`src/ccp_pkg.sv`:
```
// Shared constants, mode codes and helpers for the capture/compare unit
package ccp_pkg;

   // ==========================================================
   // Register map
   // ==========================================================
   localparam int          ADDR_W          = 3;
   localparam logic [2:0]  OFF_CONTROL     = 3'h0;
   localparam logic [2:0]  OFF_VALUE_LOW   = 3'h1;
   localparam logic [2:0]  OFF_VALUE_HIGH  = 3'h2;
   localparam logic [2:0]  OFF_STATUS      = 3'h3;

   // ==========================================================
   // Field layout and reset values
   // ==========================================================
   localparam int          CTRL_W          = 6;
   localparam int          MODE_LSB        = 0;
   localparam int          MODE_MSB        = 3;
   localparam int          DUTY_LSB        = 4;
   localparam int          DUTY_MSB        = 5;
   localparam int          STAT_FLAG_BIT   = 0;
   localparam logic [5:0]  CTRL_RESET      = 6'h00;
   localparam logic [15:0] VALUE_RESET     = 16'h0000;
   localparam logic [7:0]  RDATA_IDLE      = 8'h00;

   // ==========================================================
   // Mode codes
   // ==========================================================
   localparam logic [3:0]  MODE_OFF        = 4'h0;
   localparam logic [3:0]  MODE_CAP_FALL   = 4'h4;
   localparam logic [3:0]  MODE_CAP_RISE   = 4'h5;
   localparam logic [3:0]  MODE_CAP_RISE4  = 4'h6;
   localparam logic [3:0]  MODE_CAP_RISE16 = 4'h7;
   localparam logic [3:0]  MODE_CMP_SET    = 4'h8;
   localparam logic [3:0]  MODE_CMP_CLR    = 4'h9;
   localparam logic [3:0]  MODE_CMP_SOFT   = 4'ha;
   localparam logic [3:0]  MODE_CMP_SPEC   = 4'hb;

   // Prescaler terminal counts
   localparam logic [1:0]  PS4_LAST        = 2'h3;
   localparam logic [3:0]  PS16_LAST       = 4'hf;

   // Special event trigger states
   typedef enum logic [1:0] {
      TRG_IDLE  = 2'b01,
      TRG_ARMED = 2'b10
   } ccp_trg_t;

   // ==========================================================
   // Mode decoding helpers
   // ==========================================================
   function automatic logic ccp_is_capture(input logic [3:0] mode);
      return mode[3:2] == 2'b01;
   endfunction : ccp_is_capture

   function automatic logic ccp_is_compare(input logic [3:0] mode);
      return mode[3:2] == 2'b10;
   endfunction : ccp_is_compare

   function automatic logic ccp_is_pwm(input logic [3:0] mode);
      return mode[3:2] == 2'b11;
   endfunction : ccp_is_pwm

endpackage : ccp_pkg

```
`src/ccp_edge_prescale.sv`:
```
// Pin synchroniser, edge detector and capture prescaler
module ccp_edge_prescale (
   input  wire logic       clk_sys,      // System clock
   input  wire logic       rst_n,        // Async reset, active low
   input  wire logic       pin_level,    // Pad level of the unit pin
   input  wire logic [3:0] mode,         // Current mode select field
   output logic            capture       // One-cycle capture event
);

   typedef struct packed {
      logic       s1;
      logic       s2;
      logic       s3;
      logic [3:0] cnt;
      logic       capture;
   } ccp_eps_t;

   ccp_eps_t st;
   ccp_eps_t next_st;
   logic     rise;
   logic     fall;

   // ==========================================================
   // Edge detect and prescale
   // ==========================================================
   // Edges come from the second and third stages only
   assign rise = st.s2 & ~st.s3;
   assign fall = ~st.s2 & st.s3;

   // Pad level is watched whatever the pin direction is
   always_comb begin
      next_st    = st;
      next_st.s1 = pin_level;
      next_st.s2 = st.s1;
      next_st.s3 = st.s2;
      // Counter free-runs on rising edges, so a prescale change
      // keeps it; the price is an early or late first capture
      if (!ccp_pkg::ccp_is_capture(mode)) begin
         next_st.cnt = 4'h0;
      end else if (rise) begin
         next_st.cnt = st.cnt + 4'h1;
      end
      case (mode)
         ccp_pkg::MODE_CAP_FALL:   next_st.capture = fall;
         ccp_pkg::MODE_CAP_RISE:   next_st.capture = rise;
         ccp_pkg::MODE_CAP_RISE4:  next_st.capture =
            rise && (st.cnt[1:0] == ccp_pkg::PS4_LAST);
         ccp_pkg::MODE_CAP_RISE16: next_st.capture =
            rise && (st.cnt == ccp_pkg::PS16_LAST);
         default:                  next_st.capture = 1'b0;
      endcase
   end

   // State register
   always_ff @(posedge clk_sys or negedge rst_n) begin
      if (!rst_n) begin
         st <= '0;
      end else begin
         st <= next_st;
      end
   end

   assign capture = st.capture;

   // ==========================================================
   // Checks
   // ==========================================================
   a_presc_cleared: assert property (
      @(posedge clk_sys) disable iff (!rst_n)
      !ccp_pkg::ccp_is_capture(mode) |=> st.cnt == 4'h0)
      else $error("prescaler not cleared outside capture");

   a_presc_kept: assert property (
      @(posedge clk_sys) disable iff (!rst_n)
      ccp_pkg::ccp_is_capture(mode) && !rise |=> $stable(st.cnt))
      else $error("prescaler moved without an edge");

   a_fall_capture: assert property (
      @(posedge clk_sys) disable iff (!rst_n)
      mode == ccp_pkg::MODE_CAP_FALL && $fell(st.s2) |=> capture)
      else $error("falling edge missed");

   a_single_capture: assert property (
      @(posedge clk_sys) disable iff (!rst_n)
      capture |=> !capture)
      else $error("capture longer than one cycle");

endmodule : ccp_edge_prescale

```
`src/ccp_unit.sv`:
```
// Capture/compare unit top: registers, capture, compare and trigger
// Function
// - Mode 0000 turns unit off and resets it
// - Codes 0001-0011 reserved, no function
// - Capture edge chosen by mode 0100-0111
// - Capture copies 16-bit timer count
// - Every capture sets sticky event flag
// - New capture overwrites value, no lockout
// - Edge detector watches pad even when driving
// - Prescaler cleared when off, non-capture, reset
// - Prescale change keeps counter; spurious flag possible
// - Compare tests value against timer continuously
// - Modes 1000/1001 drive pin high/low, flag
// - Mode 1010 only flags, pin untouched
// - Mode 1011 flags, resets timer, starts conversion
// - Modes 110x/111x PWM high/low, bit0 ignored
// - Control bits 5:4 duty LSBs, PWM only
// - Control bits 7:6 read as zero
// - Writing zero forces compare latch low
// - Trigger immediate; timer reset on next tick
//
// Our own choices: the address-and-strobe port and the placing of the registers.
module ccp_unit (
   input  wire logic        clk_sys,          // System clock, 25 MHz
   input  wire logic        rst_n,            // Async reset, active low
   input  wire logic [2:0]  reg_addr,         // Register address
   input  wire logic [7:0]  reg_wdata,        // Register write data
   input  wire logic        reg_wr,           // Write strobe
   input  wire logic        reg_rd,           // Read strobe
   output logic      [7:0]  reg_rdata,        // Read data, cycle after
   input  wire logic [15:0] timer_one_count,  // Timer1 count pair
   input  wire logic        timer_one_tick,   // Timer1 rising clock edge
   input  wire logic        adc_enable,       // Converter is enabled
   input  wire logic        unit_pin_in,      // Pad level of unit pin
   output logic             unit_pin_out,     // Compare output latch
   output logic             unit_pin_oe_n,    // Low while unit drives pin
   output logic             unit_event_flag,  // Sticky event flag
   output logic             timer_one_reset,  // Timer1 reset pulse
   output logic             adc_start,        // Conversion start pulse
   output logic             pwm_enable,       // PWM mode selected
   output logic             pwm_active_low,   // PWM output polarity low
   output logic      [1:0]  duty_low_bits     // Duty LSBs in PWM mode
);

   // ==========================================================
   // State
   // ==========================================================
   typedef struct packed {
      logic [5:0]       ctrl;
      logic [15:0]      value;
      logic             flag;
      logic [7:0]       rdata;
      logic             cmp_latch;
      logic             pin_oe_n;
      logic             match_q;
      ccp_pkg::ccp_trg_t trg;
      logic             tmr_reset;
      logic             adc_start;
      logic             pwm_en;
      logic             pwm_low;
      logic [1:0]       duty;
   } ccp_state_t;

   ccp_state_t st;
   ccp_state_t next_st;

   logic [3:0] mode;
   logic       cap_pulse;
   logic       do_capture;
   logic       match;
   logic       match_rise;
   logic       wr_ctrl;
   logic       wr_low;
   logic       wr_high;
   logic       wr_stat;

   assign mode = st.ctrl[ccp_pkg::MODE_MSB:ccp_pkg::MODE_LSB];

   // ==========================================================
   // Edge detector and prescaler
   // ==========================================================
   ccp_edge_prescale u_edge (
      .clk_sys   (clk_sys),
      .rst_n     (rst_n),
      .pin_level (unit_pin_in),
      .mode      (mode),
      .capture   (cap_pulse)
   );

   // ==========================================================
   // Decode
   // ==========================================================
   // Write strobes per register
   assign wr_ctrl = reg_wr && (reg_addr == ccp_pkg::OFF_CONTROL);
   assign wr_low  = reg_wr && (reg_addr == ccp_pkg::OFF_VALUE_LOW);
   assign wr_high = reg_wr && (reg_addr == ccp_pkg::OFF_VALUE_HIGH);
   assign wr_stat = reg_wr && (reg_addr == ccp_pkg::OFF_STATUS);

   // Capture pulse is a cycle old, so gate it with the live mode
   assign do_capture = cap_pulse && ccp_pkg::ccp_is_capture(mode);

   // Equality is tested every cycle; only its rising edge acts,
   // so a long match gives one event, not one per cycle
   assign match = ccp_pkg::ccp_is_compare(mode)
                  && (st.value == timer_one_count);
   assign match_rise = match && !st.match_q;

   // ==========================================================
   // Next state
   // ==========================================================
   always_comb begin
      next_st           = st;
      next_st.tmr_reset = 1'b0;
      next_st.adc_start = 1'b0;
      next_st.rdata     = ccp_pkg::RDATA_IDLE;
      next_st.match_q   = match;

      // Control register, two top bits not stored
      if (wr_ctrl) begin
         next_st.ctrl = reg_wdata[5:0];
      end

      // Value pair, capture wins over a software write
      if (wr_low) begin
         next_st.value[7:0] = reg_wdata;
      end
      if (wr_high) begin
         next_st.value[15:8] = reg_wdata;
      end
      if (do_capture) begin
         next_st.value = timer_one_count;
      end

      // Sticky flag: write one clears, a new event wins
      if (wr_stat && reg_wdata[ccp_pkg::STAT_FLAG_BIT]) begin
         next_st.flag = 1'b0;
      end
      if (do_capture || match_rise) begin
         next_st.flag = 1'b1;
      end

      // Compare output latch
      if (match_rise && mode == ccp_pkg::MODE_CMP_SET) begin
         next_st.cmp_latch = 1'b1;
      end
      if (match_rise && mode == ccp_pkg::MODE_CMP_CLR) begin
         next_st.cmp_latch = 1'b0;
      end
      if (wr_ctrl && reg_wdata == 8'h00) begin
         next_st.cmp_latch = 1'b0;
      end

      // Pin is driven only in set and clear compare modes
      next_st.pin_oe_n = !(mode == ccp_pkg::MODE_CMP_SET
                           || mode == ccp_pkg::MODE_CMP_CLR);

      // Special event: conversion at once, timer reset on tick
      case (st.trg)
         ccp_pkg::TRG_IDLE: begin
            if (match_rise && mode == ccp_pkg::MODE_CMP_SPEC) begin
               next_st.trg       = ccp_pkg::TRG_ARMED;
               next_st.adc_start = adc_enable;
            end
         end
         ccp_pkg::TRG_ARMED: begin
            // Moving the value off the match cancels the reset
            if (!match || mode != ccp_pkg::MODE_CMP_SPEC) begin
               next_st.trg = ccp_pkg::TRG_IDLE;
            end else if (timer_one_tick) begin
               next_st.trg       = ccp_pkg::TRG_IDLE;
               next_st.tmr_reset = 1'b1;
            end
         end
         default: begin
            next_st.trg = ccp_pkg::TRG_IDLE;
         end
      endcase

      // PWM decode; bit 0 of the mode does not matter
      next_st.pwm_en  = ccp_pkg::ccp_is_pwm(mode);
      next_st.pwm_low = ccp_pkg::ccp_is_pwm(mode) && mode[1];
      next_st.duty    = ccp_pkg::ccp_is_pwm(mode)
                        ? st.ctrl[ccp_pkg::DUTY_MSB:ccp_pkg::DUTY_LSB]
                        : 2'h0;

      // Off: compare latch, trigger and match history back to reset; reserved codes idle
      if (mode == ccp_pkg::MODE_OFF) begin
         next_st.cmp_latch = 1'b0;
         next_st.trg       = ccp_pkg::TRG_IDLE;
         next_st.match_q   = 1'b0;
      end

      // Read port, data one cycle after the strobe
      if (reg_rd) begin
         case (reg_addr)
            ccp_pkg::OFF_CONTROL:    next_st.rdata =
               {2'b00, st.ctrl};
            ccp_pkg::OFF_VALUE_LOW:  next_st.rdata = st.value[7:0];
            ccp_pkg::OFF_VALUE_HIGH: next_st.rdata = st.value[15:8];
            ccp_pkg::OFF_STATUS:     next_st.rdata =
               {7'h00, st.flag};
            default:                 next_st.rdata =
               ccp_pkg::RDATA_IDLE;
         endcase
      end
   end

   // ==========================================================
   // State register
   // ==========================================================
   always_ff @(posedge clk_sys or negedge rst_n) begin
      if (!rst_n) begin
         st.ctrl      <= ccp_pkg::CTRL_RESET;
         st.value     <= ccp_pkg::VALUE_RESET;
         st.flag      <= 1'b0;
         st.rdata     <= ccp_pkg::RDATA_IDLE;
         st.cmp_latch <= 1'b0;
         st.pin_oe_n  <= 1'b1;
         st.match_q   <= 1'b0;
         st.trg       <= ccp_pkg::TRG_IDLE;
         st.tmr_reset <= 1'b0;
         st.adc_start <= 1'b0;
         st.pwm_en    <= 1'b0;
         st.pwm_low   <= 1'b0;
         st.duty      <= 2'h0;
      end else begin
         st <= next_st;
      end
   end

   // ==========================================================
   // Outputs
   // ==========================================================
   assign reg_rdata       = st.rdata;
   assign unit_pin_out    = st.cmp_latch;
   assign unit_pin_oe_n   = st.pin_oe_n;
   assign unit_event_flag = st.flag;
   assign timer_one_reset = st.tmr_reset;
   assign adc_start       = st.adc_start;
   assign pwm_enable      = st.pwm_en;
   assign pwm_active_low  = st.pwm_low;
   assign duty_low_bits   = st.duty;

   // ==========================================================
   // Checks
   // ==========================================================
   a_off_resets: assert property (
      @(posedge clk_sys) disable iff (!rst_n)
      mode == ccp_pkg::MODE_OFF |=>
         !unit_pin_out && st.trg == ccp_pkg::TRG_IDLE)
      else $error("unit not reset while off");

   a_reserved_idle: assert property (
      @(posedge clk_sys) disable iff (!rst_n)
      mode inside {4'h1, 4'h2, 4'h3} && $stable(mode) && !wr_ctrl
         |=> !match && !do_capture && unit_pin_oe_n)
      else $error("reserved code acts");

   a_capture_value: assert property (
      @(posedge clk_sys) disable iff (!rst_n)
      do_capture |=> st.value == $past(timer_one_count))
      else $error("capture did not load timer count");

   a_capture_flag: assert property (
      @(posedge clk_sys) disable iff (!rst_n)
      do_capture |=> unit_event_flag)
      else $error("capture did not set flag");

   a_flag_sticky: assert property (
      @(posedge clk_sys) disable iff (!rst_n)
      unit_event_flag && !(wr_stat && reg_wdata[0]) |=> unit_event_flag)
      else $error("flag dropped without software clear");

   a_compare_set: assert property (
      @(posedge clk_sys) disable iff (!rst_n)
      match_rise && mode == ccp_pkg::MODE_CMP_SET && !wr_ctrl
         |=> unit_pin_out && unit_event_flag)
      else $error("set on match failed");

   a_compare_clr: assert property (
      @(posedge clk_sys) disable iff (!rst_n)
      match_rise && mode == ccp_pkg::MODE_CMP_CLR
         |=> !unit_pin_out && unit_event_flag)
      else $error("clear on match failed");

   a_soft_no_pin: assert property (
      @(posedge clk_sys) disable iff (!rst_n)
      mode == ccp_pkg::MODE_CMP_SOFT |=> unit_pin_oe_n)
      else $error("pin driven in flag-only mode");

   a_special_adc: assert property (
      @(posedge clk_sys) disable iff (!rst_n)
      match_rise && mode == ccp_pkg::MODE_CMP_SPEC
         && st.trg == ccp_pkg::TRG_IDLE
         |=> adc_start == $past(adc_enable))
      else $error("conversion start not immediate");

   a_reset_on_tick: assert property (
      @(posedge clk_sys) disable iff (!rst_n)
      timer_one_reset |-> $past(timer_one_tick) && $past(match))
      else $error("timer reset without tick and match");

   a_zero_write: assert property (
      @(posedge clk_sys) disable iff (!rst_n)
      wr_ctrl && reg_wdata == 8'h00 |=> !unit_pin_out [*2])
      else $error("compare latch not forced low");

   a_ctrl_top_zero: assert property (
      @(posedge clk_sys) disable iff (!rst_n)
      reg_rd && reg_addr == ccp_pkg::OFF_CONTROL
         |=> reg_rdata[7:6] == 2'b00)
      else $error("control top bits not zero");

   a_duty_pwm_only: assert property (
      @(posedge clk_sys) disable iff (!rst_n)
      !pwm_enable |-> duty_low_bits == 2'h0)
      else $error("duty bits out of PWM");

   a_soft_flag: assert property (
      @(posedge clk_sys) disable iff (!rst_n)
      match_rise && mode == ccp_pkg::MODE_CMP_SOFT |=> unit_event_flag)
      else $error("flag-only match did not set flag");

   a_special_flag: assert property (
      @(posedge clk_sys) disable iff (!rst_n)
      match_rise && mode == ccp_pkg::MODE_CMP_SPEC
         |=> unit_event_flag && unit_pin_oe_n)
      else $error("special trigger flag or pin wrong");

   a_pwm_low_mode: assert property (
      @(posedge clk_sys) disable iff (!rst_n)
      mode[3:1] == 3'b111 |=> pwm_enable && pwm_active_low)
      else $error("active-low PWM mode not decoded");

   a_trigger_cancel: assert property (
      @(posedge clk_sys) disable iff (!rst_n)
      st.trg == ccp_pkg::TRG_ARMED && !match |=> !timer_one_reset)
      else $error("timer reset after match was lost");

endmodule : ccp_unit

```
`config.mk`:
```
export PLATFORM = sky130hd
export DESIGN_NAME = ccp_unit
export DESIGN_NICKNAME = d
export VERILOG_FILES = /design/src/ccp_pkg.sv /design/src/ccp_edge_prescale.sv /design/src/ccp_unit.sv
export SDC_FILE = /design/constraint.sdc
export NUM_CORES = 1
export LEC_CHECK = 0
export BUFFER_PORTS_ARGS = -buffer_cell sky130_fd_sc_hd__buf_2
export CORE_UTILIZATION = 25
export DETAILED_ROUTE_END_ITERATION = 10
export PLACE_DENSITY = 0.41
export SLEW_MARGIN = 20
export SYNTH_ARGS = -nofsm -noshare
export SYNTH_HDL_FRONTEND = slang
export SYNTH_SLANG_ARGS = --single-unit
```
`constraint.sdc`:
```
create_clock -name clk_sys -period 2.25 [get_ports clk_sys]
set_clock_uncertainty 0.2 [all_clocks]
set_input_delay 0.1125 -clock clk_sys [delete_from_list [all_inputs] [get_ports clk_sys]]
set_output_delay 0.1125 -clock clk_sys [all_outputs]
set_load 0.03 [all_outputs]
```
# [Word-level counts from Yosys, hierarchy flattened]
# Cells that the tools add are included.
[classes] addsub=1 eq_ne=22 mux=24 n_bitwise=4 n_reduce_logical=29
[op_table] op="$pmux 8 s4" n=1
[op_table] op="$mux 8" n=3
[op_table] op="$eq 16x16->1" n=1
[op_table] op="$eq 4x3->1 const B" n=4
[op_table] op="$eq 4x4->1 const B" n=4
[op_table] op="$mux 16" n=1
[op_table] op="$logic_and 1x1->1" n=15
[op_table] op="$mux 1" n=10
[op_table] op="$eq 2x2->1 const B" n=4
[op_table] op="$logic_not 8->1" n=1
[op_table] op="$mux 4" n=2
[op_table] op="$ne 4x4->1 const B" n=2
[op_table] op="$eq 3x2->1 const B" n=2
[op_table] op="$mux 2" n=3
[op_table] op="$mux 3" n=2
[op_table] op="$reduce_bool 2->1" n=3
[op_table] op="$add 4x1->4 const B" n=1
[op_table] op="$eq 2x1->1 const B" n=2
[op_table] op="$logic_not 4->1" n=1
[op_table] op="$pmux 1 s4" n=1
[op_table] op="$pmux 2 s2" n=1
[op_table] op="$reduce_bool 4->1" n=1
[op_table] op="$eq 3x1->1 const B" n=1
[op_table] op="$logic_not 1->1" n=3
[op_table] op="other kinds (7)" n=11
[word_totals] ff_bits=50 input_bits=34 out_inout_bits=17

# [Depth between registers and ports, before layout]
[logic_depth] ltp_word=8 mapped_depth=6 ltp_nobuf=5

# [By module]
# From an unflattened synthesis, not the netlist that was laid out.
[unflattened] cells_unflattened=240 hier_area_um2=2542.4
[by_module_without_submodules] mod="ccp_unit" n_inst=1 cells_per_inst=210 area_per_inst_um2=2204.6 seq_area_each_um2=1053.5
[by_module_without_submodules] mod="ccp_edge_prescale" n_inst=1 cells_per_inst=30 area_per_inst_um2=337.8 seq_area_each_um2=200.2

# [Worst setup path before layout]
# OpenSTA, ideal clock, no wires.
[synth_path] path_kind="register to register" start="register st (netlist bit mode[2])" end="register st[6] (netlist name)" arrival_ns=1.403 required_time_ns=1.971 setup_slack_ns=0.568 path_stages_with_launch=7 n_path_buf=1 synth_period_minus_slack_ns=1.682 path_cell_list="dfrtp_1 buf_6 nand4b_4 nor3b_1 nor3b_1 nand4_1 a22o_1"
[synth_between] elab_chain_cells=7 word_cells_on_any_way=15 cone_classes="eq/ne: 5; mux: 3; reduce/logical: 7"
[synth_lines] element="from (decl)" line="ccp_unit.sv:64" text="ccp_state_t st;"
[synth_lines] element="from (signal assigned)" line="ccp_unit.sv:227" text="st <= next_st;"
[synth_lines] element="$eq 2x2->1" line="ccp_pkg.sv:57" text="return mode[3:2] == 2'b10;"
[synth_lines] element="$logic_and 1x1->1" line="ccp_unit.sv:105" text="&& (st.value == timer_one_count);"
[synth_lines] element="$logic_not 1->1" line="ccp_unit.sv:167" text="if (!match || mode != ccp_pkg::MODE_CMP_SPEC) begin"
[synth_lines] element="$logic_or 1x1->1" line="ccp_unit.sv:167"
[synth_lines] element="$mux 2" line="ccp_unit.sv:167"
[synth_lines] element="$pmux 2 s2" line="ccp_unit.sv:158" text="case (st.trg)"
[synth_lines] element="$mux 3" line="ccp_unit.sv:187" text="if (mode == ccp_pkg::MODE_OFF) begin"
# Parallel ways exist; a longest one is shown, timed or not.
# A chain may end at the register's enable or synchronous reset.

# [Worst setup path in the final report]
[layout_path] start="register st (netlist bit mode[3])" end="register st[33] (netlist name)"
[layout_between] elab_chain_cells=3 word_cells_on_any_way=4 cone_classes="eq/ne: 1; mux: 1; reduce/logical: 2"
[layout_lines] element="$eq 2x1->1 *" line="ccp_pkg.sv:53" text="return mode[3:2] == 2'b01;"
[layout_lines] element="$logic_and 1x1->1 *" line="ccp_unit.sv:100" text="assign do_capture = cap_pulse && ccp_pkg::ccp_is_capture(mode);"
[layout_lines] element="$mux 16 / $reduce_bool 2->1 (equally long branches)"
# Every way passes the cells marked *; elsewhere a longest branch is shown, timed or not.

==> reports/qor.json <==
{
  "area_delta_synth_final": {"value": 29.1, "unit": "%"},
  "routed_wl": {"value": 6430, "unit": "um"},
  "fin_worst_hold_slack": {"value": 78.2, "unit": "ps"},
  "outcome": {"value": "finished, final reports clean"},
  "grt_max_degree": {"value": 27},
  "cts_tree": {"value": "yes"},
  "cts.sink_count": {"value": 50},
  "worstPathMaxFanout": {"value": 11},
  "number_of_global_route_vias_before_repair": {"value": 1966},
  "syn-instance-count": {"value": 234},
  "timing.critical_path.from_type": {"value": "flop"},
  "gp_congestion": {"value": 0.728},
  "critical_path.max_stage_delay": {"value": 570, "unit": "ps"},
  "die_w": {"value": 102, "unit": "um"},
  "gr-usage-all-layers": {"value": 13.2, "unit": "%"},
  "reg2regPathDepth": {"value": 4},
  "report.final.slew_viol_count": {"value": 0},
  "synthesis.area": {"value": 0.00252, "unit": "mm^2"},
  "tightestPinTransition": {"value": 612, "unit": "ps"},
  "cts-root-to-sink-buffers": {"value": 2},
  "post-layout-total-power": {"value": 2.60, "unit": "mW"},
  "postSynthNetCount": {"value": 269},
  "grt_antenna_before_repair": {"value": 0},
  "worstReg2RegEnd": {"value": "st[33]$_DFFE_PN0P_"},
  "synth-warning-count": {"value": 0},
  "drt-wirelength-per-cell": {"value": 14.7, "unit": "um"},
  "cp-end-kind": {"value": "flop"},
  "io_buffer_count": {"value": 50},
  "hold_path.startpoint": {"value": "reg_rd"},
  "number_of_vias_in_the_routed_layout": {"value": 1918},
  "slew-limit-headroom": {"value": 59.0, "unit": "%"},
  "dr.pass1.iters": {"value": 5},
  "post-cts-setup-buffer-count": {"value": 0},
  "layout.nets": {"value": 340},
  "ys_ff_latch": {"value": 50},
  "die-height": {"value": 102, "unit": "um"},
  "synth-async-reset-ratio": {"value": 100, "unit": "%"},
  "rsz0062_at_grt": {"value": "false"},
  "path_delay_family": {"value": "simple AND/OR/NAND/NOR gates"},
  "synth_edf_count": {"value": 0},
  "core_area": {"value": 0.00977, "unit": "mm^2"},
  "cts_max_level": {"value": 2},
  "grt_pass1_wl": {"value": 10400, "unit": "um"},
  "leakage": {"value": 1.47, "unit": "nW"},
  "hold_path_end": {"value": "reg_rdata[6]$_DFF_PN0_"},
  "cp.required": {"value": 2240, "unit": "ps"},
  "cp.buffers_inverters": {"value": 1},
  "cap_viol_max_count": {"value": 0},
  "initial_core_utilization": {"value": 25.8, "unit": "%"},
  "avgViaCountPerCell": {"value": 4.37},
  "ys_dominant_reg_cell": {"value": "dfrtp_1"},
  "starting_drt_drc_count": {"value": 70},
  "worstHoldPathCells": {"value": 3},
  "synthesis.area_per_instance": {"value": 10.8, "unit": "um^2"},
  "numCtsBuffers": {"value": 5},
  "cp_cell_sequence": {"value": "nand3b_1, nor2_1, a21oi_1, dlygate4sd3_1"},
  "die-area": {"value": 0.0105, "unit": "mm^2"},
  "ir_worst_vdd": {"value": 0.000299, "unit": "V"},
  "clkLatencyLatePin": {"value": 300, "unit": "ps"},
  "slack_of_the_worst_reg_to_reg_path": {"value": 170, "unit": "ps"},
  "drtAntennaViolNets": {"value": 0},
  "power_density": {"value": 800, "unit": "mW/mm^2"},
  "yosysUniqueCellTypes": {"value": 39},
  "worstSetupPathType": {"value": "flop to flop"},
  "synth_seq_area_share": {"value": 49.8, "unit": "%"},
  "clock_tree.root_cell": {"value": "clkbuf_8"},
  "post_route_cells_drive_above_1_share": {"value": 25.2, "unit": "%"},
  "std_cell_rows": {"value": 36},
  "timing.rr.start": {"value": "mode[3]$_DFFE_PN0P_"},
  "timing.critical_path.arrival": {"value": 2070, "unit": "ps"},
  "hpwl": {"value": 4770, "unit": "um"},
  "min_period": {"value": 2080, "unit": "ps"},
  "ioPinCount": {"value": 51},
  "crit_path_top_delay_cell": {"value": "dlygate4sd3_1"},
  "clkTransAtPathRegs": {"value": 100, "unit": "ps"},
  "hold_violations": {"value": 0},
  "final_setup_violations": {"value": 0},
  "gr-total-overflow": {"value": 0},
  "drt_drc_violations_left": {"value": 0},
  "worst_hold_path_type": {"value": "input port to flop"},
  "antenna_cells_inserted": {"value": 0},
  "maximum_clock_frequency": {"value": 481, "unit": "MHz"},
  "timing.setup.tns": {"value": 0, "unit": "ps"},
  "layout_worst_path_cycle_share": {"value": 92.4, "unit": "%"}
}
[worst max path at each step]
| stage | slack [ps] | end | from | cells after the start |
|---|---|---|---|---|
| 2_1_floorplan | 570 | st[6]$_DFFE_PN1P_ | mode[2]$_DFFE_PN0P_ | 6 |
| 3_3_place_gp | 450 | st[6]$_DFFE_PN1P_ | st[27]$_DFFE_PN0P_ | 5 |
| 3_5_place_dp | 390 | st[6]$_DFFE_PN1P_ | mode[2]$_DFFE_PN0P_ | 5 |
| 4_1_cts | 190 | st[33]$_DFFE_PN0P_ | mode[3]$_DFFE_PN0P_ | 4 |
| 5_1_grt | 100 | st[33]$_DFFE_PN0P_ | mode[3]$_DFFE_PN0P_ | 4 |
| 6_report | 170 | st[33]$_DFFE_PN0P_ | mode[3]$_DFFE_PN0P_ | 4 |
[placed cells by master (no fill, tap or decap)]
master / netlist / layout
a21oi_1: 24 / 24
a221oi_1: 1 / 1
a22o_1: 1 / 1
a22oi_1: 3 / 3
a31oi_1: 1 / 1
and2_1: 1 / 1
and3_1: 5 / 5
and4_1: 2 / 2
buf_2: 4 / 50
buf_4: 11 / 6
bufinv_16: 0 / 1
clkbuf_8: 0 / 5
clkinvlp_4: 0 / 2
dfrtp_1: 48 / 48
dfstp_2: 2 / 2
dlygate4sd3_1: 0 / 29
ha_1: 1 / 1
inv_1: 2 / 2
mux2_2: 6 / 6
mux2i_1: 23 / 23
mux4_1: 1 / 1
nand2_1: 3 / 3
nand2b_1: 6 / 6
nand3_1: 2 / 2
nand3b_1: 1 / 1
nand4_1: 5 / 5
nand4b_4: 1 / 1
nor2_1: 37 / 37
nor2b_1: 5 / 5
nor3_1: 1 / 1
nor3_2: 1 / 1
nor3b_1: 5 / 5
nor4_1: 3 / 3
nor4_4: 1 / 1
o211ai_1: 1 / 1
o21ai_0: 1 / 1
o221ai_2: 1 / 1
or2_2: 1 / 1
xnor2_1: 8 / 8
xor2_1: 9 / 9
[timing repair]
item	4_1_cts	5_1_grt
hold endpoints to repair	76	0
gates resized for setup	0	0
hold buffers	29	0
[synthesized netlist by cell type (2+ instances only)]
master | instances | share of area, %
inv_1 | 2 | 0.30
mux2i_1 | 23 | 9.1
and4_1 | 2 | 0.70
nor2_1 | 37 | 5.5
nand2_1 | 3 | 0.45
nor2b_1 | 5 | 1.2
nand2b_1 | 6 | 1.5
xnor2_1 | 8 | 2.8
nor4_1 | 3 | 0.75
nand4_1 | 5 | 1.2
dfrtp_1 | 48 | 48
clkbuf_1 | 4 | 0.60
a22oi_1 | 3 | 0.89
buf_4 | 11 | 3.3
buf_2 | 4 | 0.79
nand3_1 | 2 | 0.40
nor3b_1 | 5 | 1.5
mux2_2 | 6 | 2.7
and3_1 | 5 | 1.2
xor2_1 | 9 | 3.1
a21oi_1 | 24 | 4.8
dfstp_2 | 2 | 2.1
[cells by family (layout without fill, tap and decap cells)]
| family | Yosys count | count (layout) | synth area share [%] |
|---|---|---|---|
| buffers and inverters | 23 | 95 | 5.56 |
| AOI/OAI and AO/OA | 33 | 33 | 7.70 |
| DFF | 50 | 50 | 49.8 |
| xor gates and xnor gates | 17 | 17 | 5.91 |
| muxes | 30 | 30 | 12.9 |
| adders and majority gates | 1 | 1 | 0.497 |
| and+or+nand+nor | 80 | 80 | 17.7 |
[per-stage QoR]
stage,cells,util [%],cell area (um^2),setup slack (ps)
floorplan,234,-,2520,568
global placement,402,29.1,2850,449
detailed placement,402,29.1,2850,388
CTS,439,33.3,3250,189
global route,439,33.3,3250,95.6
finish,439,33.3,3250,171
[registers in the layout (all words and copies together), names as in the netlist, 2 cells and up]
signal,flops
st,21
reg_rdata,8
u_edge.st,5
mode,4
duty_low_bits,2
u_edge.next_st,2
[metal layers]
layer	global-route usage, %	up-vias	routed length [um]
li1	-	947	-
met5	0	-	0
met4	3.63	0	37
met1	18.2	927	3140
met2	21.5	42	3030
met3	1.92	2	227
[power by group]
part | leakage, nW | internal [mW] | switching (mW) | total (mW)
sequential | 0.627 | 1.07 | 0.171 | 1.24
clock | 0.0504 | 0.331 | 0.319 | 0.650
combinational | 0.793 | 0.339 | 0.369 | 0.708
total | 1.47 | 1.74 | 0.859 | 2.60
[worst register-to-register path, delay by kind of cell (launching register included)]
| family | cells | cell delay, ps |
|---|---|---|
| simple gates | 2 | 620 |
| flops | 1 | 530 |
| compound gates | 1 | 60 |
| buf+inv | 1 | 570 |
[final cells by class]
| type | count | area [um^2] |
|---|---|---|
| Timing Repair Buffer | 85 | 586 |
| Fill cell | 1051 | 6520 |
| Inverter | 2 | 7.51 |
| Clock inverter | 3 | 45.0 |
| Tap cell | 133 | 166 |
| Clock buffer | 5 | 68.8 |
| Sequential cell | 50 | 1250 |
| Multi-Input combinational cell | 161 | 1120 |
Power figures use the tool's default switching activity.
